File: config.mk
export PLATFORM = sky130hd
export DESIGN_NAME = acc_adc_conversion_control
export DESIGN_NICKNAME = d
export VERILOG_FILES = /design/src/acc_pkg.sv /design/src/acc_prescaler.sv /design/src/acc_sar.sv /design/src/acc_adc_conversion_control.sv
export SDC_FILE = /design/constraint.sdc
export NUM_CORES = 1
export LEC_CHECK = 0
export BUFFER_PORTS_ARGS = -buffer_cell sky130_fd_sc_hd__clkbuf_2
export CORE_MARGIN = 10
export CORE_UTILIZATION = 35
export CTS_CLUSTER_DIAMETER = 150
export DETAILED_ROUTE_END_ITERATION = 8
export MAX_ROUTING_LAYER = met4
export PLACE_DENSITY = 0.63
export SLEW_MARGIN = 20
export SYNTH_ARGS = -nofsm -noshare
export SYNTH_HDL_FRONTEND = slang
export SYNTH_HIERARCHICAL = 1
export SYNTH_SLANG_ARGS = --single-unit
export TNS_END_PERCENT = 100
File: constraint.sdc
create_clock -name clk -period 4.9 [get_ports clk]
set_input_delay 0.49 -clock clk [delete_from_list [all_inputs] [get_ports clk]]
set_output_delay 0.49 -clock clk [all_outputs]
set_load 0.03 [all_outputs]
File: src/acc_pkg.sv
package acc_pkg;

   // ---------------------------------------------------------------
   // register map
   // ---------------------------------------------------------------
   localparam logic [2:0] ADDR_CONTROL_A = 3'h0;
   localparam logic [2:0] ADDR_CONTROL_B = 3'h1;
   localparam logic [2:0] ADDR_INPUT_SELECT = 3'h2;
   localparam logic [2:0] ADDR_RESULT_LOW = 3'h3;
   localparam logic [2:0] ADDR_RESULT_HIGH = 3'h4;

   // ---------------------------------------------------------------
   // converter_control_a fields
   // ---------------------------------------------------------------
   localparam int CA_ENABLE_BIT = 7;
   localparam int CA_START_BIT = 6;
   localparam int CA_AUTO_BIT = 5;
   localparam int CA_FLAG_BIT = 4;
   localparam int CA_PRESCALE_LSB = 0;
   localparam int PRESCALE_WIDTH = 3;

   // ---------------------------------------------------------------
   // converter_control_b and input_select_register fields
   // ---------------------------------------------------------------
   localparam int CB_TRIGGER_LSB = 0;
   localparam int TRIGGER_SELECT_WIDTH = 3;
   localparam int IS_CHANNEL_LSB = 0;
   localparam int CHANNEL_WIDTH = 5;
   localparam int IS_ALIGN_BIT = 5;
   localparam int IS_REFERENCE_LSB = 6;
   localparam int REFERENCE_WIDTH = 2;

   // ---------------------------------------------------------------
   // trigger sources and reset values
   // ---------------------------------------------------------------
   localparam logic [2:0] TRIGGER_FREE_RUN = 3'h0;
   localparam logic [7:0] RESET_BYTE = 8'h00;
   localparam logic [2:0] RESET_PRESCALE = 3'h0;
   localparam logic [2:0] RESET_TRIGGER = 3'h0;
   localparam logic [4:0] RESET_CHANNEL = 5'h00;
   localparam logic [1:0] RESET_REFERENCE = 2'h0;

   // ---------------------------------------------------------------
   // conversion figures; the cycle counts are in converter clock cycles
   // ---------------------------------------------------------------
   localparam int RESULT_BITS = 10;
   localparam int NORMAL_CYCLES = 13;
   localparam int FIRST_CYCLES = 25;
   localparam int PRESCALE_COUNT_WIDTH = 7;

endpackage : acc_pkg

File: src/acc_prescaler.sv
`timescale 1ns/1ns
`default_nettype none
module acc_prescaler #(
   parameter int COUNT_WIDTH = acc_pkg::PRESCALE_COUNT_WIDTH
) (
   // clock and reset
   input wire logic clk,
   input wire logic reset,
   // control
   input wire logic run,
   input wire logic restart,
   input wire logic [acc_pkg::PRESCALE_WIDTH-1:0] select,
   // converter clock enable
   output logic tick
);

   // ---------------------------------------------------------------
   // divider
   // ---------------------------------------------------------------
   // select 0 divides by two like select 1: the converter never runs at cpu rate
   function automatic logic [COUNT_WIDTH-1:0] last_count(
      input logic [acc_pkg::PRESCALE_WIDTH-1:0] sel);
      logic [COUNT_WIDTH:0] span;
      span = '0;
      span[(sel == '0) ? 1 : int'(sel)] = 1'b1;
      return COUNT_WIDTH'(span - 1'b1);
   endfunction : last_count

   logic [COUNT_WIDTH-1:0] count;

   always_ff @(posedge clk)
   begin
      if (reset || !run || restart)
      begin
         count <= '0;
      end
      else if (count >= last_count(select))
      begin
         count <= '0;
      end
      else
      begin
         count <= count + 1'b1;
      end
   end

   always_ff @(posedge clk)
   begin
      if (reset || !run || restart)
      begin
         tick <= 1'b0;
      end
      else
      begin
         tick <= (count >= last_count(select));
      end
   end

endmodule : acc_prescaler
`default_nettype wire

File: src/acc_sar.sv
`timescale 1ns/1ns
`default_nettype none
module acc_sar #(
   parameter int BITS = acc_pkg::RESULT_BITS,
   parameter int NORMAL = acc_pkg::NORMAL_CYCLES,
   parameter int FIRST = acc_pkg::FIRST_CYCLES
) (
   // clock and reset
   input wire logic clk,
   input wire logic reset,
   // control
   input wire logic enable,
   input wire logic tick,
   input wire logic go,
   input wire logic first,
   // analog side
   input wire logic comparator_high,
   output logic [BITS-1:0] dac_code,
   output logic sample_hold,
   // status
   output logic busy,
   output logic done,
   output logic [BITS-1:0] result
);

   typedef enum logic [1:0] {idle, sampling, approximating, completing} acc_sar_state_type;

   acc_sar_state_type state;
   logic [4:0] count;
   logic [4:0] settle_last;
   logic [3:0] bit_index;
   logic [BITS-1:0] code;
   logic [BITS-1:0] next_code;

   // sampling ticks = total - bits - 1, so the total comes out as 13 or 25
   assign next_code = comparator_high ? dac_code : code;
   assign busy = (state != idle);
   assign sample_hold = (state == sampling);

   always_ff @(posedge clk)
   begin
      if (reset || !enable)
      begin
         state <= idle;
         count <= '0;
         settle_last <= '0;
         bit_index <= '0;
         code <= '0;
         dac_code <= '0;
      end
      else
      begin
         unique case (state)
            idle:
            begin
               if (go)
               begin
                  state <= sampling;
                  count <= '0;
                  settle_last <= first ? 5'(FIRST - BITS - 2) : 5'(NORMAL - BITS - 2);
                  bit_index <= 4'(BITS - 1);
                  code <= '0;
                  dac_code <= '0;
                  dac_code[BITS-1] <= 1'b1;
               end
            end
            sampling:
            begin
               if (tick)
               begin
                  count <= count + 1'b1;
                  if (count == settle_last)
                  begin
                     state <= approximating;
                  end
               end
            end
            approximating:
            begin
               if (tick)
               begin
                  code <= next_code;
                  dac_code <= next_code;
                  if (bit_index == '0)
                  begin
                     state <= completing;
                  end
                  else
                  begin
                     dac_code[bit_index-1'b1] <= 1'b1;
                     bit_index <= bit_index - 1'b1;
                  end
               end
            end
            completing:
            begin
               if (tick)
               begin
                  state <= idle;
               end
            end
         endcase
      end
   end

   always_ff @(posedge clk)
   begin
      if (reset || !enable)
      begin
         done <= 1'b0;
         result <= '0;
      end
      else
      begin
         done <= (state == completing) && tick;
         if ((state == completing) && tick)
         begin
            result <= code;
         end
      end
   end

endmodule : acc_sar
`default_nettype wire

File: src/acc_adc_conversion_control.sv
// Function
// successive approximation gives ten-bit code
// selections apply only while converter enabled
// right adjusted, left when align set
// low byte read locks result bytes
// high byte read unlocks result bytes
// completion flag set even when discarded
// start bit high until conversion completes
// channel change waits for running conversion
// trigger edge restarts prescaler, starts conversion
// held trigger level never restarts conversion
// trigger edges during conversion are ignored
// trigger flag must fall before retrigger
// free running restarts on every completion
// software starts first free running conversion
// software start works with auto trigger
// start bit reads one while converting
// thirteen cycles, twenty-five for first
// completion writes result, flag, clears start
// prescaler held reset while disabled
// trigger edge from per-clock sample compare
`timescale 1ns/1ns
`default_nettype none
module acc_adc_conversion_control #(
   parameter int TRIGGER_COUNT = 7,
   parameter int BITS = acc_pkg::RESULT_BITS
) (
   // clock and reset
   input wire logic clk,
   input wire logic reset,
   // register port
   input wire logic [2:0] reg_addr,
   input wire logic [7:0] reg_wdata,
   input wire logic reg_write,
   input wire logic reg_read,
   output logic [7:0] reg_rdata,
   // trigger sources, code n selects bit n-1
   input wire logic [TRIGGER_COUNT-1:0] trigger_sources,
   // analog side
   input wire logic comparator_high,
   output logic [BITS-1:0] dac_code,
   output logic sample_hold,
   output logic [acc_pkg::CHANNEL_WIDTH-1:0] channel_select_bits,
   output logic [acc_pkg::REFERENCE_WIDTH-1:0] reference_select_bits,
   output logic converter_powered
);

   // ---------------------------------------------------------------
   // helpers
   // ---------------------------------------------------------------
   function automatic logic [7:0] result_byte(input logic [BITS-1:0] value,
      input logic left, input logic high);
      logic [15:0] placed;
      placed = left ? {value, 6'h00} : {6'h00, value};
      return high ? placed[15:8] : placed[7:0];
   endfunction : result_byte

   function automatic logic pick_trigger(input logic [TRIGGER_COUNT-1:0] sources,
      input logic [acc_pkg::TRIGGER_SELECT_WIDTH-1:0] sel);
      logic hit;
      hit = 1'b0;
      for (int i = 0; i < TRIGGER_COUNT; i++)
      begin
         if (int'(sel) == i + 1)
         begin
            hit = sources[i];
         end
      end
      return hit;
   endfunction : pick_trigger

   // ---------------------------------------------------------------
   // state
   // ---------------------------------------------------------------
   logic converter_enable;
   logic auto_trigger_enable;
   logic conversion_complete_flag;
   logic [acc_pkg::PRESCALE_WIDTH-1:0] prescaler_select;
   logic [acc_pkg::TRIGGER_SELECT_WIDTH-1:0] trigger_source_select;
   logic [acc_pkg::CHANNEL_WIDTH-1:0] channel_written;
   logic [acc_pkg::REFERENCE_WIDTH-1:0] reference_written;
   logic result_left_align;
   logic start_pending;
   logic first_conversion;
   logic [BITS-1:0] result;
   logic result_lock;
   logic trigger_prev;

   logic write_a;
   logic write_b;
   logic write_select;
   logic read_low;
   logic read_high;
   logic enable_written;
   logic software_start;
   logic trigger_now;
   logic trigger_edge;
   logic free_run_start;
   logic conversion_active;
   logic conversion_start;
   logic go;
   logic tick;
   logic sar_busy;
   logic sar_done;
   logic [BITS-1:0] sar_result;

   // ---------------------------------------------------------------
   // decode
   // ---------------------------------------------------------------
   assign write_a = reg_write && (reg_addr == acc_pkg::ADDR_CONTROL_A);
   assign write_b = reg_write && (reg_addr == acc_pkg::ADDR_CONTROL_B);
   assign write_select = reg_write && (reg_addr == acc_pkg::ADDR_INPUT_SELECT);
   assign read_low = reg_read && (reg_addr == acc_pkg::ADDR_RESULT_LOW);
   assign read_high = reg_read && (reg_addr == acc_pkg::ADDR_RESULT_HIGH);
   assign enable_written = reg_wdata[acc_pkg::CA_ENABLE_BIT];

   // ---------------------------------------------------------------
   // start sources
   // ---------------------------------------------------------------
   // done cycle still counts, so start falls with the flag rise
   assign conversion_active = start_pending || sar_busy || sar_done;
   assign conversion_start = conversion_active;
   assign software_start = write_a && enable_written && reg_wdata[acc_pkg::CA_START_BIT];
   assign trigger_now = pick_trigger(trigger_sources, trigger_source_select);
   // only a fresh rise counts, so a flag left set blocks the next trigger
   assign trigger_edge = converter_enable && auto_trigger_enable &&
      (trigger_source_select != acc_pkg::TRIGGER_FREE_RUN) &&
      trigger_now && !trigger_prev && !conversion_active;
   // own completion restarts regardless of the flag state
   assign free_run_start = converter_enable && auto_trigger_enable &&
      (trigger_source_select == acc_pkg::TRIGGER_FREE_RUN) && sar_done;
   assign go = start_pending && tick && !sar_busy;
   assign converter_powered = converter_enable;

   always_ff @(posedge clk)
   begin
      if (reset)
      begin
         trigger_prev <= 1'b0;
      end
      else
      begin
         trigger_prev <= trigger_now;
      end
   end

   // ---------------------------------------------------------------
   // control registers
   // ---------------------------------------------------------------
   always_ff @(posedge clk)
   begin
      if (reset)
      begin
         converter_enable <= 1'b0;
         auto_trigger_enable <= 1'b0;
         prescaler_select <= acc_pkg::RESET_PRESCALE;
      end
      else if (write_a)
      begin
         converter_enable <= enable_written;
         auto_trigger_enable <= reg_wdata[acc_pkg::CA_AUTO_BIT];
         prescaler_select <= reg_wdata[acc_pkg::CA_PRESCALE_LSB +: acc_pkg::PRESCALE_WIDTH];
      end
   end

   always_ff @(posedge clk)
   begin
      if (reset)
      begin
         trigger_source_select <= acc_pkg::RESET_TRIGGER;
      end
      else if (write_b)
      begin
         trigger_source_select <= reg_wdata[acc_pkg::CB_TRIGGER_LSB +:
            acc_pkg::TRIGGER_SELECT_WIDTH];
      end
   end

   always_ff @(posedge clk)
   begin
      if (reset)
      begin
         channel_written <= acc_pkg::RESET_CHANNEL;
         reference_written <= acc_pkg::RESET_REFERENCE;
         result_left_align <= 1'b0;
      end
      else if (write_select)
      begin
         channel_written <= reg_wdata[acc_pkg::IS_CHANNEL_LSB +: acc_pkg::CHANNEL_WIDTH];
         reference_written <= reg_wdata[acc_pkg::IS_REFERENCE_LSB +: acc_pkg::REFERENCE_WIDTH];
         result_left_align <= reg_wdata[acc_pkg::IS_ALIGN_BIT];
      end
   end

   // ---------------------------------------------------------------
   // applied selections
   // ---------------------------------------------------------------
   // frozen during a conversion so the sample sees one stable channel
   always_ff @(posedge clk)
   begin
      if (reset)
      begin
         channel_select_bits <= acc_pkg::RESET_CHANNEL;
         reference_select_bits <= acc_pkg::RESET_REFERENCE;
      end
      else if (converter_enable && !sar_busy)
      begin
         channel_select_bits <= channel_written;
         reference_select_bits <= reference_written;
      end
   end

   // ---------------------------------------------------------------
   // conversion sequencing
   // ---------------------------------------------------------------
   always_ff @(posedge clk)
   begin
      if (reset || !converter_enable)
      begin
         start_pending <= 1'b0;
      end
      else if (write_a && !enable_written)
      begin
         start_pending <= 1'b0;
      end
      else if (software_start || trigger_edge || free_run_start)
      begin
         start_pending <= 1'b1;
      end
      else if (go)
      begin
         start_pending <= 1'b0;
      end
   end

   always_ff @(posedge clk)
   begin
      if (reset)
      begin
         first_conversion <= 1'b0;
      end
      else if (write_a && enable_written && !converter_enable)
      begin
         first_conversion <= 1'b1;
      end
      else if (go)
      begin
         first_conversion <= 1'b0;
      end
   end

   acc_prescaler #(
      .COUNT_WIDTH(acc_pkg::PRESCALE_COUNT_WIDTH)
   ) prescaler (
      .clk(clk),
      .reset(reset),
      .run(converter_enable),
      .restart(trigger_edge),
      .select(prescaler_select),
      .tick(tick)
   );

   acc_sar #(
      .BITS(BITS),
      .NORMAL(acc_pkg::NORMAL_CYCLES),
      .FIRST(acc_pkg::FIRST_CYCLES)
   ) sar (
      .clk(clk),
      .reset(reset),
      .enable(converter_enable),
      .tick(tick),
      .go(go),
      .first(first_conversion),
      .comparator_high(comparator_high),
      .dac_code(dac_code),
      .sample_hold(sample_hold),
      .busy(sar_busy),
      .done(sar_done),
      .result(sar_result)
   );

   // ---------------------------------------------------------------
   // result and completion
   // ---------------------------------------------------------------
   always_ff @(posedge clk)
   begin
      if (reset)
      begin
         result_lock <= 1'b0;
      end
      else if (read_low)
      begin
         result_lock <= 1'b1;
      end
      else if (read_high)
      begin
         result_lock <= 1'b0;
      end
   end

   // a high byte read in the completion cycle already counts as unlocking
   always_ff @(posedge clk)
   begin
      if (reset)
      begin
         result <= '0;
      end
      else if (sar_done && (!result_lock || read_high))
      begin
         result <= sar_result;
      end
   end

   // set wins over a clear in the same cycle
   always_ff @(posedge clk)
   begin
      if (reset)
      begin
         conversion_complete_flag <= 1'b0;
      end
      else if (sar_done)
      begin
         conversion_complete_flag <= 1'b1;
      end
      else if (write_a && reg_wdata[acc_pkg::CA_FLAG_BIT])
      begin
         conversion_complete_flag <= 1'b0;
      end
   end

   // ---------------------------------------------------------------
   // read port
   // ---------------------------------------------------------------
   always_ff @(posedge clk)
   begin
      if (reset || !reg_read)
      begin
         reg_rdata <= acc_pkg::RESET_BYTE;
      end
      else
      begin
         unique case (reg_addr)
            acc_pkg::ADDR_CONTROL_A:
               reg_rdata <= {converter_enable, conversion_start, auto_trigger_enable,
                  conversion_complete_flag, 1'b0, prescaler_select};
            acc_pkg::ADDR_CONTROL_B:
               reg_rdata <= {5'h00, trigger_source_select};
            acc_pkg::ADDR_INPUT_SELECT:
               reg_rdata <= {reference_written, result_left_align, channel_written};
            acc_pkg::ADDR_RESULT_LOW:
               reg_rdata <= result_byte(result, result_left_align, 1'b0);
            acc_pkg::ADDR_RESULT_HIGH:
               reg_rdata <= result_byte(result, result_left_align, 1'b1);
            default:
               reg_rdata <= acc_pkg::RESET_BYTE;
         endcase
      end
   end

endmodule : acc_adc_conversion_control
`default_nettype wire

==> results of run 1 <==
-- path summary, 6_finish.rpt --
kind                            depth (start not counted)                     start                       end  slack (ns)
worst max-delay path                                    9              sar/state[0]           sar/dac_code[9]        2.21
worst max register to register                          9              sar/state[0]           sar/dac_code[9]        2.21
worst min-delay path                                    3              reg_wdata[3]        channel_written[3]        0.39
worst min register to register                          2  reference_select_bits[1]  reference_select_bits[1]        0.46
-- Yosys cell counts (2+ instances only) --
master,n,area share (%)
dfxtp_1,98,41
nand3_1,20,2.1
buf_6,3,0.71
a21o_1,2,0.31
or2b_1,2,0.31
nand2b_1,8,1.0
xor2_1,5,0.91
nor2_1,45,3.5
o2bb2ai_1,2,0.37
a32oi_1,9,1.6
xnor2_1,5,0.91
and3_1,5,0.65
o211ai_1,3,0.47
buf_4,2,0.31
o32ai_1,3,0.55
nor3_1,13,1.4
a21oi_1,58,6.1
nand4_1,4,0.52
nand3b_1,7,1.1
a22oi_1,5,0.78
and2_1,4,0.52
a2bb2oi_1,2,0.37
nor4bb_1,2,0.42
a221oi_1,3,0.55
o21ai_1,14,1.5
buf_1,4,0.31
inv_1,17,1.3
clkbuf_1,12,0.94
a211oi_2,3,0.78
o21a_1,3,0.47
mux2_2,2,0.47
ha_1,19,5.0
mux2i_1,31,6.5
buf_2,13,1.4
o21ai_0,12,1.3
nand2_1,68,5.3
nor2b_1,9,1.2
-- registers in the layout, indices dropped and copies added, names as in the netlist, 2 cells and up --
register / count
result: 10
channel_select_bits: 5
sar/count: 5
sar/result: 10
trigger_source_select: 3
reg_rdata: 8
sar/state: 2
sar/settle_last: 2
channel_written: 5
reference_select_bits: 2
sar/code: 10
prescaler/count: 7
sar/dac_code: 10
prescaler_select: 3
sar/bit_index: 4
reference_written: 2
-- per-stage QoR --
| stage | instances | utilization (%) | total power (uW) | setup slack [ns] | hold slack [ns] |
|---|---|---|---|---|---|
| after floorplan | 552 | - | 865.3 | 2.682 | 0.4357 |
| after global placement | 745 | 38.42 | 886.1 | 2.052 | 0.4435 |
| after detailed placement | 745 | 38.47 | 887.6 | 2.295 | 0.4492 |
| after CTS | 761 | 40.79 | 1614 | 2.270 | 0.3857 |
| after global routing | 761 | 40.82 | 1653 | 1.958 | 0.4038 |
| final | 761 | 40.82 | 1596 | 2.208 | 0.3859 |
-- cell usage in the layout, fill, tap and decap left out, types with 12 or more instances in the layout --
cell	n
nor3_1	12
dfxtp_1	98
clkbuf_2	49
nand3_1	20
o21ai_0	12
mux2i_1	31
inv_1	17
nor2_1	45
o21ai_1	13
nand2_1	68
ha_1	19
a21oi_1	58
-- power groups by stage --
| stage | Combinational (uW) | Sequential (uW) | Clock (uW) |
|---|---|---|---|
| floorplan | 43.6 | 822 | 0 |
| global placement | 63.0 | 823 | 0 |
| detailed placement | 64.3 | 823 | 0 |
| CTS | 64.7 | 805 | 745 |
| global route | 72.3 | 805 | 775 |
| finish | 65.1 | 805 | 726 |
-- worst max-delay path, stage by stage (launching register included) --
cell and delay (ns):
dfxtp_1 0.34, inv_1 0.11, ha_1 0.31, inv_1 0.12, nand3b_1 0.22, inv_1 0.18, and2b_1 0.28, nor3_4 0.64
and2_1 0.25, a221oi_1 0.08
-- per-layer routing --
layer	GRT usage (%)	vias to the layer above	wire length [microns]
li1	-	1995	-
met1	16.48	1834	5381
met2	19.44	105	5090
met3	3.519	14	864
met4	3.981	0	180
met5	-	-	0
-- cells by family (layout without fill, tap and decap cells) --
kind of cell | count (synthesis) | in the layout | synth area share (%)
AND/OR/NAND/NOR | 206 | 206 | 22.24
AO/OA/AOI/OAI | 131 | 131 | 17.77
flip-flops | 98 | 98 | 40.98
buffers and inverters | 53 | 86 | 5.175
multiplexers | 33 | 33 | 6.952
adder cells (fa/ha/maj) | 19 | 19 | 4.966
XOR/XNOR | 10 | 10 | 1.830
other | 1 | 2 | 0.07834
-- layout make-up --
| type | instances | area, sq um |
|---|---|---|
| repair buffers | 51 | 260.3 |
| clock buffers | 9 | 225.2 |
| fillers | 1349 | 7869 |
| multi-input cells | 401 | 2603 |
| flip-flops and latches | 98 | 1962 |
| inverters | 19 | 73.82 |
| well taps | 176 | 220.2 |
| clock inverters | 7 | 82.58 |
==> impl_metrics.toml, run 1 <==
[power_and_ir_drop]
switchingPower_uw = 368.5
pwr-share-clk_pct = 45.5
power.internal_uw = 1228
netSwitchingFraction_pct = 23.08
ir_drop_mv = 0.1269
power.density_nw_per_um2 = 294.2
seq_power_share_pct = 50.4
p_leak_uw = 0.001955
combPwrFrac_pct = 4.1

[detailed_routing]
drt-vias-per-instance = 5.188
routedWlPerCell_microns = 15.13
drtAntennaViolNets = 0
finalWirelength_mm = 11.52
route.detailed.drc = 0
first_pass_iters = 5
drtIter0Drc = 348
routed-via-count = 3948

[layout]
nets = 622
drive_gt1_share_pct = 15.38
diodes = 0
design_area_sq_um = 5426
syn2layout_area_growth_pct = 13.36

[timing]
worst_slew_pin_slew_ns = 0.8386
rsz0062_at_grt = "false"
period_needed_ns = 2.692
fin_tns_setup_ns = 0
fin_crit_sh_pct = 54.94
skew_ns = 0.005156
finalSetupViolations = 0
max_freq_mhz = 371.4
final-max-slew-violation-count = 0
slew_headroom_pct = 44.10
hold_viol_final = 0

[worst_setup_path]
cp.required_ns = 5.10
critical_path_class = "register to register"
cp_max_fo = 21
arrival_ns = 2.89
start_kind = "register"
cp-end-kind = "register"

[synth]
avgSynthCellArea_sq_um = 8.688
synth_area_sq_um = 4787
ys_ff_latch = 98
yosysWarnings = 6
synth_cells = 551
async_reset_ff_share_pct = 0
seq_area_frac_synth_pct = 40.98
synth_edf_count = 0
synth_cell_types = 71
ys.flop_type = "dfxtp_1"

[clock_tree]
numCtsBuffers = 9
cts_tree = "yes"
hold_buffers = 0
clkLatencyLatePin_ns = 0.35
cts_setup_buffers = 0
root_buffer = "clkbuf_16"
clkTransAtPathRegs_ns = 0.07
clk_path_buf_depth = 2
numClockSinks = 98
cts-htree-levels = 3
cts_resized = 0

[floorplanning]
rows = 42
die_area_sq_um = 18760
core_region_area_sq_um = 13300
initial_core_util_pct = 36.01
die_h_microns = 137.0
die_x_microns = 137.0
pin_count = 50

[global_routing]
grt_pass1_wl_mm = 19.38
antenna_found_initial = 0
grt_usage_pct = 12.91
grt_max_degree = 43
grt_pass1_vias = 3920
grt_overflow = 0

[job]
cap_violations = 0

[min_path]
holdCritPathClass = "input port to register"

[placed_design]
placedInstanceArea_sq_um = 5115
dp_hpwl_mm = 8.291
portBuffers = 49
gp_congestion = 0.8507

[outcome]
outcome = "finished, final reports clean"
No activity file was read; power rests on OpenSTA's default activity.
==> run 2, diff against run 1 <==
==> constraint.sdc (replaced) <==
create_clock -name clk -period 2.6 [get_ports clk]
set_input_delay 0.26 -clock clk [delete_from_list [all_inputs] [get_ports clk]]
set_output_delay 0.26 -clock clk [all_outputs]
set_load 0.03 [all_outputs]
==> impl_metrics.toml, run 2 (synthesized netlist as in run 1, its figures left out) <==
[layout]
regArea_sq_um = 1962
diodes = 0
mostFrequentLayoutCells = "98 x dfxtp_1, 68 x nand2_1, 58 x a21oi_1, 49 x clkbuf_2, 45 x nor2_1"
nets = 627
multi_input_area_sq_um = 2596
syn2layout_area_growth_pct = 13.93
final_common_cell = "dfxtp_1"
fill_cells = 1304
utilization_pct = 41.02
instances_no_fill = 766
drive_gt1_share_pct = 15.93

[global_routing]
grt_usage_pct = 12.90
grt_pass1_vias = 3848
antenna_found_initial = 0
met1_usage_pct = 16.27
grt_max_degree = 39
grt_pass1_wl_mm = 19.24
grt.busiest_layer = "met2"
met2_usage_pct = 19.36
grt_overflow = 0
met3_usage_pct = 4.216

[clock_tree]
cts-htree-levels = 3
hold_buffers = 0
cts_resized = 0
clkTransAtPathRegs_ns = 0.07
cts_tree = "yes"
clkLatencyLatePin_ns = 0.35
root_buffer = "clkbuf_16"
clk_path_buf_depth = 2
numClockSinks = 98
numCtsBuffers = 9
cts_setup_buffers = 0

[floorplanning]
core_region_area_sq_um = 13300
die_x_microns = 137.0
pin_count = 50
initial_core_util_pct = 36.01
die_h_microns = 137.0
rows = 42
die_area_sq_um = 18760

[detailed_routing]
drtIter0Drc = 314
drtAntennaViolNets = 0
finalWirelength_mm = 11.71
first_pass_iters = 7
route.detailed.drc = 0
routedWlPerCell_microns = 15.28
drt-vias-per-instance = 5.227
routed-via-count = 4004

[power_and_ir_drop]
power.density_nw_per_um2 = 551.2
p_leak_uw = 0.001969
ir_drop_mv = 0.2967

[timing]
rsz0062_at_grt = "false"
final-max-slew-violation-count = 0
period_needed_ns = 2.374
slew_headroom_pct = 51.03
worst_slew_pin_slew_ns = 0.7296
skew_ns = 0.01059
hold_viol_final = 0
fin_tns_setup_ns = 0
finalSetupViolations = 0
max_freq_mhz = 421.3
fin_crit_sh_pct = 91.30

[worst_setup_path]
reg2reg_depth = 10
cp.required_ns = 2.80
r2r-end = "sar/dac_code[9]"
r2r_start = "sar/state[0]"
startpoint = "sar/state[0]"
arrival_ns = 2.58
regToRegSetupSlack_ns = 0.23
critical_path_class = "register to register"
cp_max_fo = 21
cp-end-kind = "register"
start_kind = "register"

[min_path]
hold_depth = 3
hp-start = "reg_wdata[3]"
whs_endpoint = "channel_written[3]"
holdCritPathClass = "input port to register"

[placed_design]
dp_hpwl_mm = 8.542
dp.cells = 750
portBuffers = 49
gp_congestion = 0.8877

[job]
cap_violations = 0

[outcome]
outcome = "finished, final reports clean"
==> run 2: cell count changes in the layout (fill, tap and decap cells not counted) <==
cell        before  now
inv_6            3    2
buf_4            2    7
clkinv_4         0    1
nor3_4           1    0
clkinvlp_4       2    0
inv_8            1    0
nor3_2           1    2
clkbuf_1         0    1
clkinv_2         0    1
clkbuf_8         0    1
==> run 2: worst max-delay path by stage <==
stage	endpoint	depth (start not counted)
finish	sar/dac_code[9]	10
detailed placement	sar/dac_code[9]	10
floorplan	prescaler/count[2]	11
CTS	sar/dac_code[9]	10
global placement	sar/dac_code[9]	10
global route	sar/dac_code[9]	10
==> run 2: layer usage <==
metal  share of wire (%)  routed length, microns  vias up
li1                    -                       -     2011
met1                  47                    5506     1869
met5                   0                       0        -
met3                 6.9                     811       14
met4                 1.1                     124        0
met2                  45                    5263      110
==> run 2: cell type report <==
| cell class | instances | area share (%) |
|---|---|---|
| clock inverters | 5 | 1.124 |
| inverters | 19 | 1.354 |
| repair buffers | 56 | 5.460 |
| clock buffers | 11 | 4.451 |
| multi-input cells | 401 | 47.60 |
| flip-flops and latches | 98 | 35.97 |
| well taps | 176 | 4.038 |
==> run 2: worst max-delay path, stage by stage (launching register included) <==
cell and delay (ns):
dfxtp_1 0.34, inv_1 0.11, ha_1 0.31, inv_1 0.13, nand3b_1 0.23, inv_1 0.18
and2b_1 0.26, nor3_2 0.14, buf_4 0.27, and2_1 0.19, a221oi_1 0.08
==> run 2: where the power goes <==
part	leakage, uW	total [uW]	switching, uW	internal (uW)
logic	0.00103	125	78.5	46.4
registers	0.000790	1520	9.71	1510
clock network	0.000151	1360	584	780
total	0.00197	3010	672	2330
==> run 2: stage by stage <==
stage	hold slack, ns	power [uW]	cell area (sq um)	setup slack (ns)
4_1_cts	0.1535	3037	5450	0.2117
5_1_grt	0.1801	3120	5454	0.01305
6_report	0.1588	3006	5454	0.2261
3_3_place_gp	0.4428	1673	5146	0.4030
2_1_floorplan	0.3960	1631	4791	0.3824
3_5_place_dp	0.4460	1675	5146	0.2465
==> run 3, diff against run 2 <==
--- a/config.mk
+++ b/config.mk
@@ -11,7 +11,7 @@
 export CTS_CLUSTER_DIAMETER = 150
 export DETAILED_ROUTE_END_ITERATION = 8
 export MAX_ROUTING_LAYER = met4
-export PLACE_DENSITY = 0.63
+export PLACE_DENSITY = 0.65
 export SLEW_MARGIN = 20
 export SYNTH_ARGS = -nofsm -noshare
 export SYNTH_HDL_FRONTEND = slang
==> constraint.sdc (replaced) <==
create_clock -name clk -period 2 [get_ports clk]
set_input_delay 0.2 -clock clk [delete_from_list [all_inputs] [get_ports clk]]
set_output_delay 0.2 -clock clk [all_outputs]
set_load 0.03 [all_outputs]
==> impl_metrics.toml, run 3 (synthesized netlist as in run 1, its figures left out) <==
[outcome]
outcome = "finished, final reports clean"

[min_path]
hp-start = "reg_wdata[3]"
whs_endpoint = "channel_written[3]"
holdCritPathClass = "input port to register"
hold_depth = 3

[worst_setup_path]
r2r_start = "sar/state[1]"
start_kind = "register"
reg2reg_depth = 10
arrival_ns = 2.20
cp-end-kind = "register"
r2r-end = "sar/dac_code[1]"
cp_max_fo = 10
cp.required_ns = 2.29
regToRegSetupSlack_ns = 0.09
critical_path_class = "register to register"

[layout]
fill_cells = 1335
drive_gt1_share_pct = 21.49
syn2layout_area_growth_pct = 18.87
final_common_cell = "dfxtp_1"
mostFrequentLayoutCells = "93 x dfxtp_1, 68 x nand2_1, 58 x a21oi_1, 49 x clkbuf_2, 44 x nor2_1"
diodes = 0
instances_no_fill = 781
design_area_sq_um = 5690
utilization_pct = 42.80
nets = 642

[power_and_ir_drop]
ir_drop_mv = 0.3082
total_power_uw = 3954
power.internal_uw = 3104
seq_power_share_pct = 49.9
netSwitchingFraction_pct = 21.51
power.density_nw_per_um2 = 694.9
p_leak_uw = 0.002085
pwr-share-clk_pct = 45.5
combPwrFrac_pct = 4.7
switchingPower_uw = 850.5

[floorplanning]
die_h_microns = 137.0
die_x_microns = 137.0
pin_count = 50
initial_core_util_pct = 36.01
core_region_area_sq_um = 13300
die_area_sq_um = 18760
rows = 42

[clock_tree]
cts_tree = "yes"
clkTransAtPathRegs_ns = 0.06
clkLatencyLatePin_ns = 0.36
numClockSinks = 98
root_buffer = "clkbuf_16"
numCtsBuffers = 9
cts-htree-levels = 3
clk_path_buf_depth = 2

[placed_design]
portBuffers = 49
gp_congestion = 0.8810
placedInstanceArea_sq_um = 5275
dp.cells = 763
dp_hpwl_mm = 9.034

[detailed_routing]
drt-vias-per-instance = 5.279
finalWirelength_mm = 12.19
routed-via-count = 4123
drtAntennaViolNets = 0
first_pass_iters = 5
routedWlPerCell_microns = 15.61
route.detailed.drc = 0
drtIter0Drc = 416

[timing]
max_freq_mhz = 522.4
rsz0062_at_grt = "true"
fin_crit_sh_pct = 95.71
final-max-slew-violation-count = 0
skew_ns = 0.01003
worst_slew_pin_slew_ns = 0.6572
hold_viol_final = 0
hold_slack_ns = 0.09152
slew_headroom_pct = 56.18
finalSetupViolations = 0
period_needed_ns = 1.914

[global_routing]
grt_max_degree = 30
grt_pass1_vias = 3988
antenna_found_initial = 0
grt_overflow = 0
grt_pass1_wl_mm = 19.84
grt_usage_pct = 13.37

[job]
cap_violations = 0
-- run 3: worst max-delay path: stages, from the launching register on --
cell and delay (ns):
dfxtp_2 0.34, inv_2 0.09, ha_4 0.15, inv_4 0.04, nand3b_1 0.20, inv_2 0.12
and2b_2 0.27, nor3_4 0.15, buf_4 0.21, a32oi_1 0.11, a21oi_1 0.16
-- run 3: final cells by class --
class | instances | area [sq um] | share of cell area, %
sequential | 98 | 1971 | 34.63
timing repair buffer | 71 | 421.7 | 7.410
clock inverter | 4 | 48.80 | 0.8575
clock buffer | 12 | 266.5 | 4.683
inverter | 19 | 76.32 | 1.341
multi-input combinational | 401 | 2686 | 47.21
tap | 176 | 220.2 | 3.870
-- run 3: how the worst max path moves through the flow --
stage               slack [ns]    startpoint                 end  cells after the start
floorplan                -0.02  sar/state[1]  prescaler/count[2]                     11
global placement          0.06  sar/state[1]     sar/dac_code[9]                     10
detailed placement     -0.0002  sar/state[1]     sar/dac_code[9]                     10
CTS                       0.01  sar/state[1]     sar/dac_code[9]                     10
global route             -0.06  sar/state[1]     sar/dac_code[2]                     10
finish                    0.09  sar/state[1]     sar/dac_code[1]                     10
-- run 3: power by group through the flow --
stage / combinational (uW) / clock (uW) / sequential, uW
after floorplan: 108 / 0 / 2010
after global placement: 168 / 0 / 2020
after detailed placement: 172 / 0 / 2020
after CTS: 174 / 1860 / 1970
after global routing: 202 / 1950 / 1970
final: 185 / 1800 / 1970
-- run 3: repair_timing --
item                                   4_1_cts  5_1_grt
gates cloned                                 0        1
hold buffers                                 0        0
resized for setup                            2       21
buffers inserted                             0        1
setup endpoints to repair                    3       31
pin swaps                                    0        2
endpoints found under the hold margin        0        0
-- run 3: metal layers --
layer | track usage [%] | vias to the layer above | routed length, microns
met5 | - | - | 0
met4 | 3.279 | 0 | 131
met3 | 4.326 | 8 | 691
met2 | 20.64 | 121 | 5694
met1 | 16.57 | 1956 | 5671
li1 | - | 2038 | -
-- run 3: per-stage QoR --
| step | worst slack (ns) | setup TNS, ns |
|---|---|---|
| floorplan | -0.01534 | -0.09432 |
| global placement | 0.06193 | 0 |
| detailed placement | -0.0002032 | -0.0002032 |
| CTS | 0.009953 | 0 |
| global route | -0.06365 | -0.3786 |
| finish | 0.08573 | 0 |
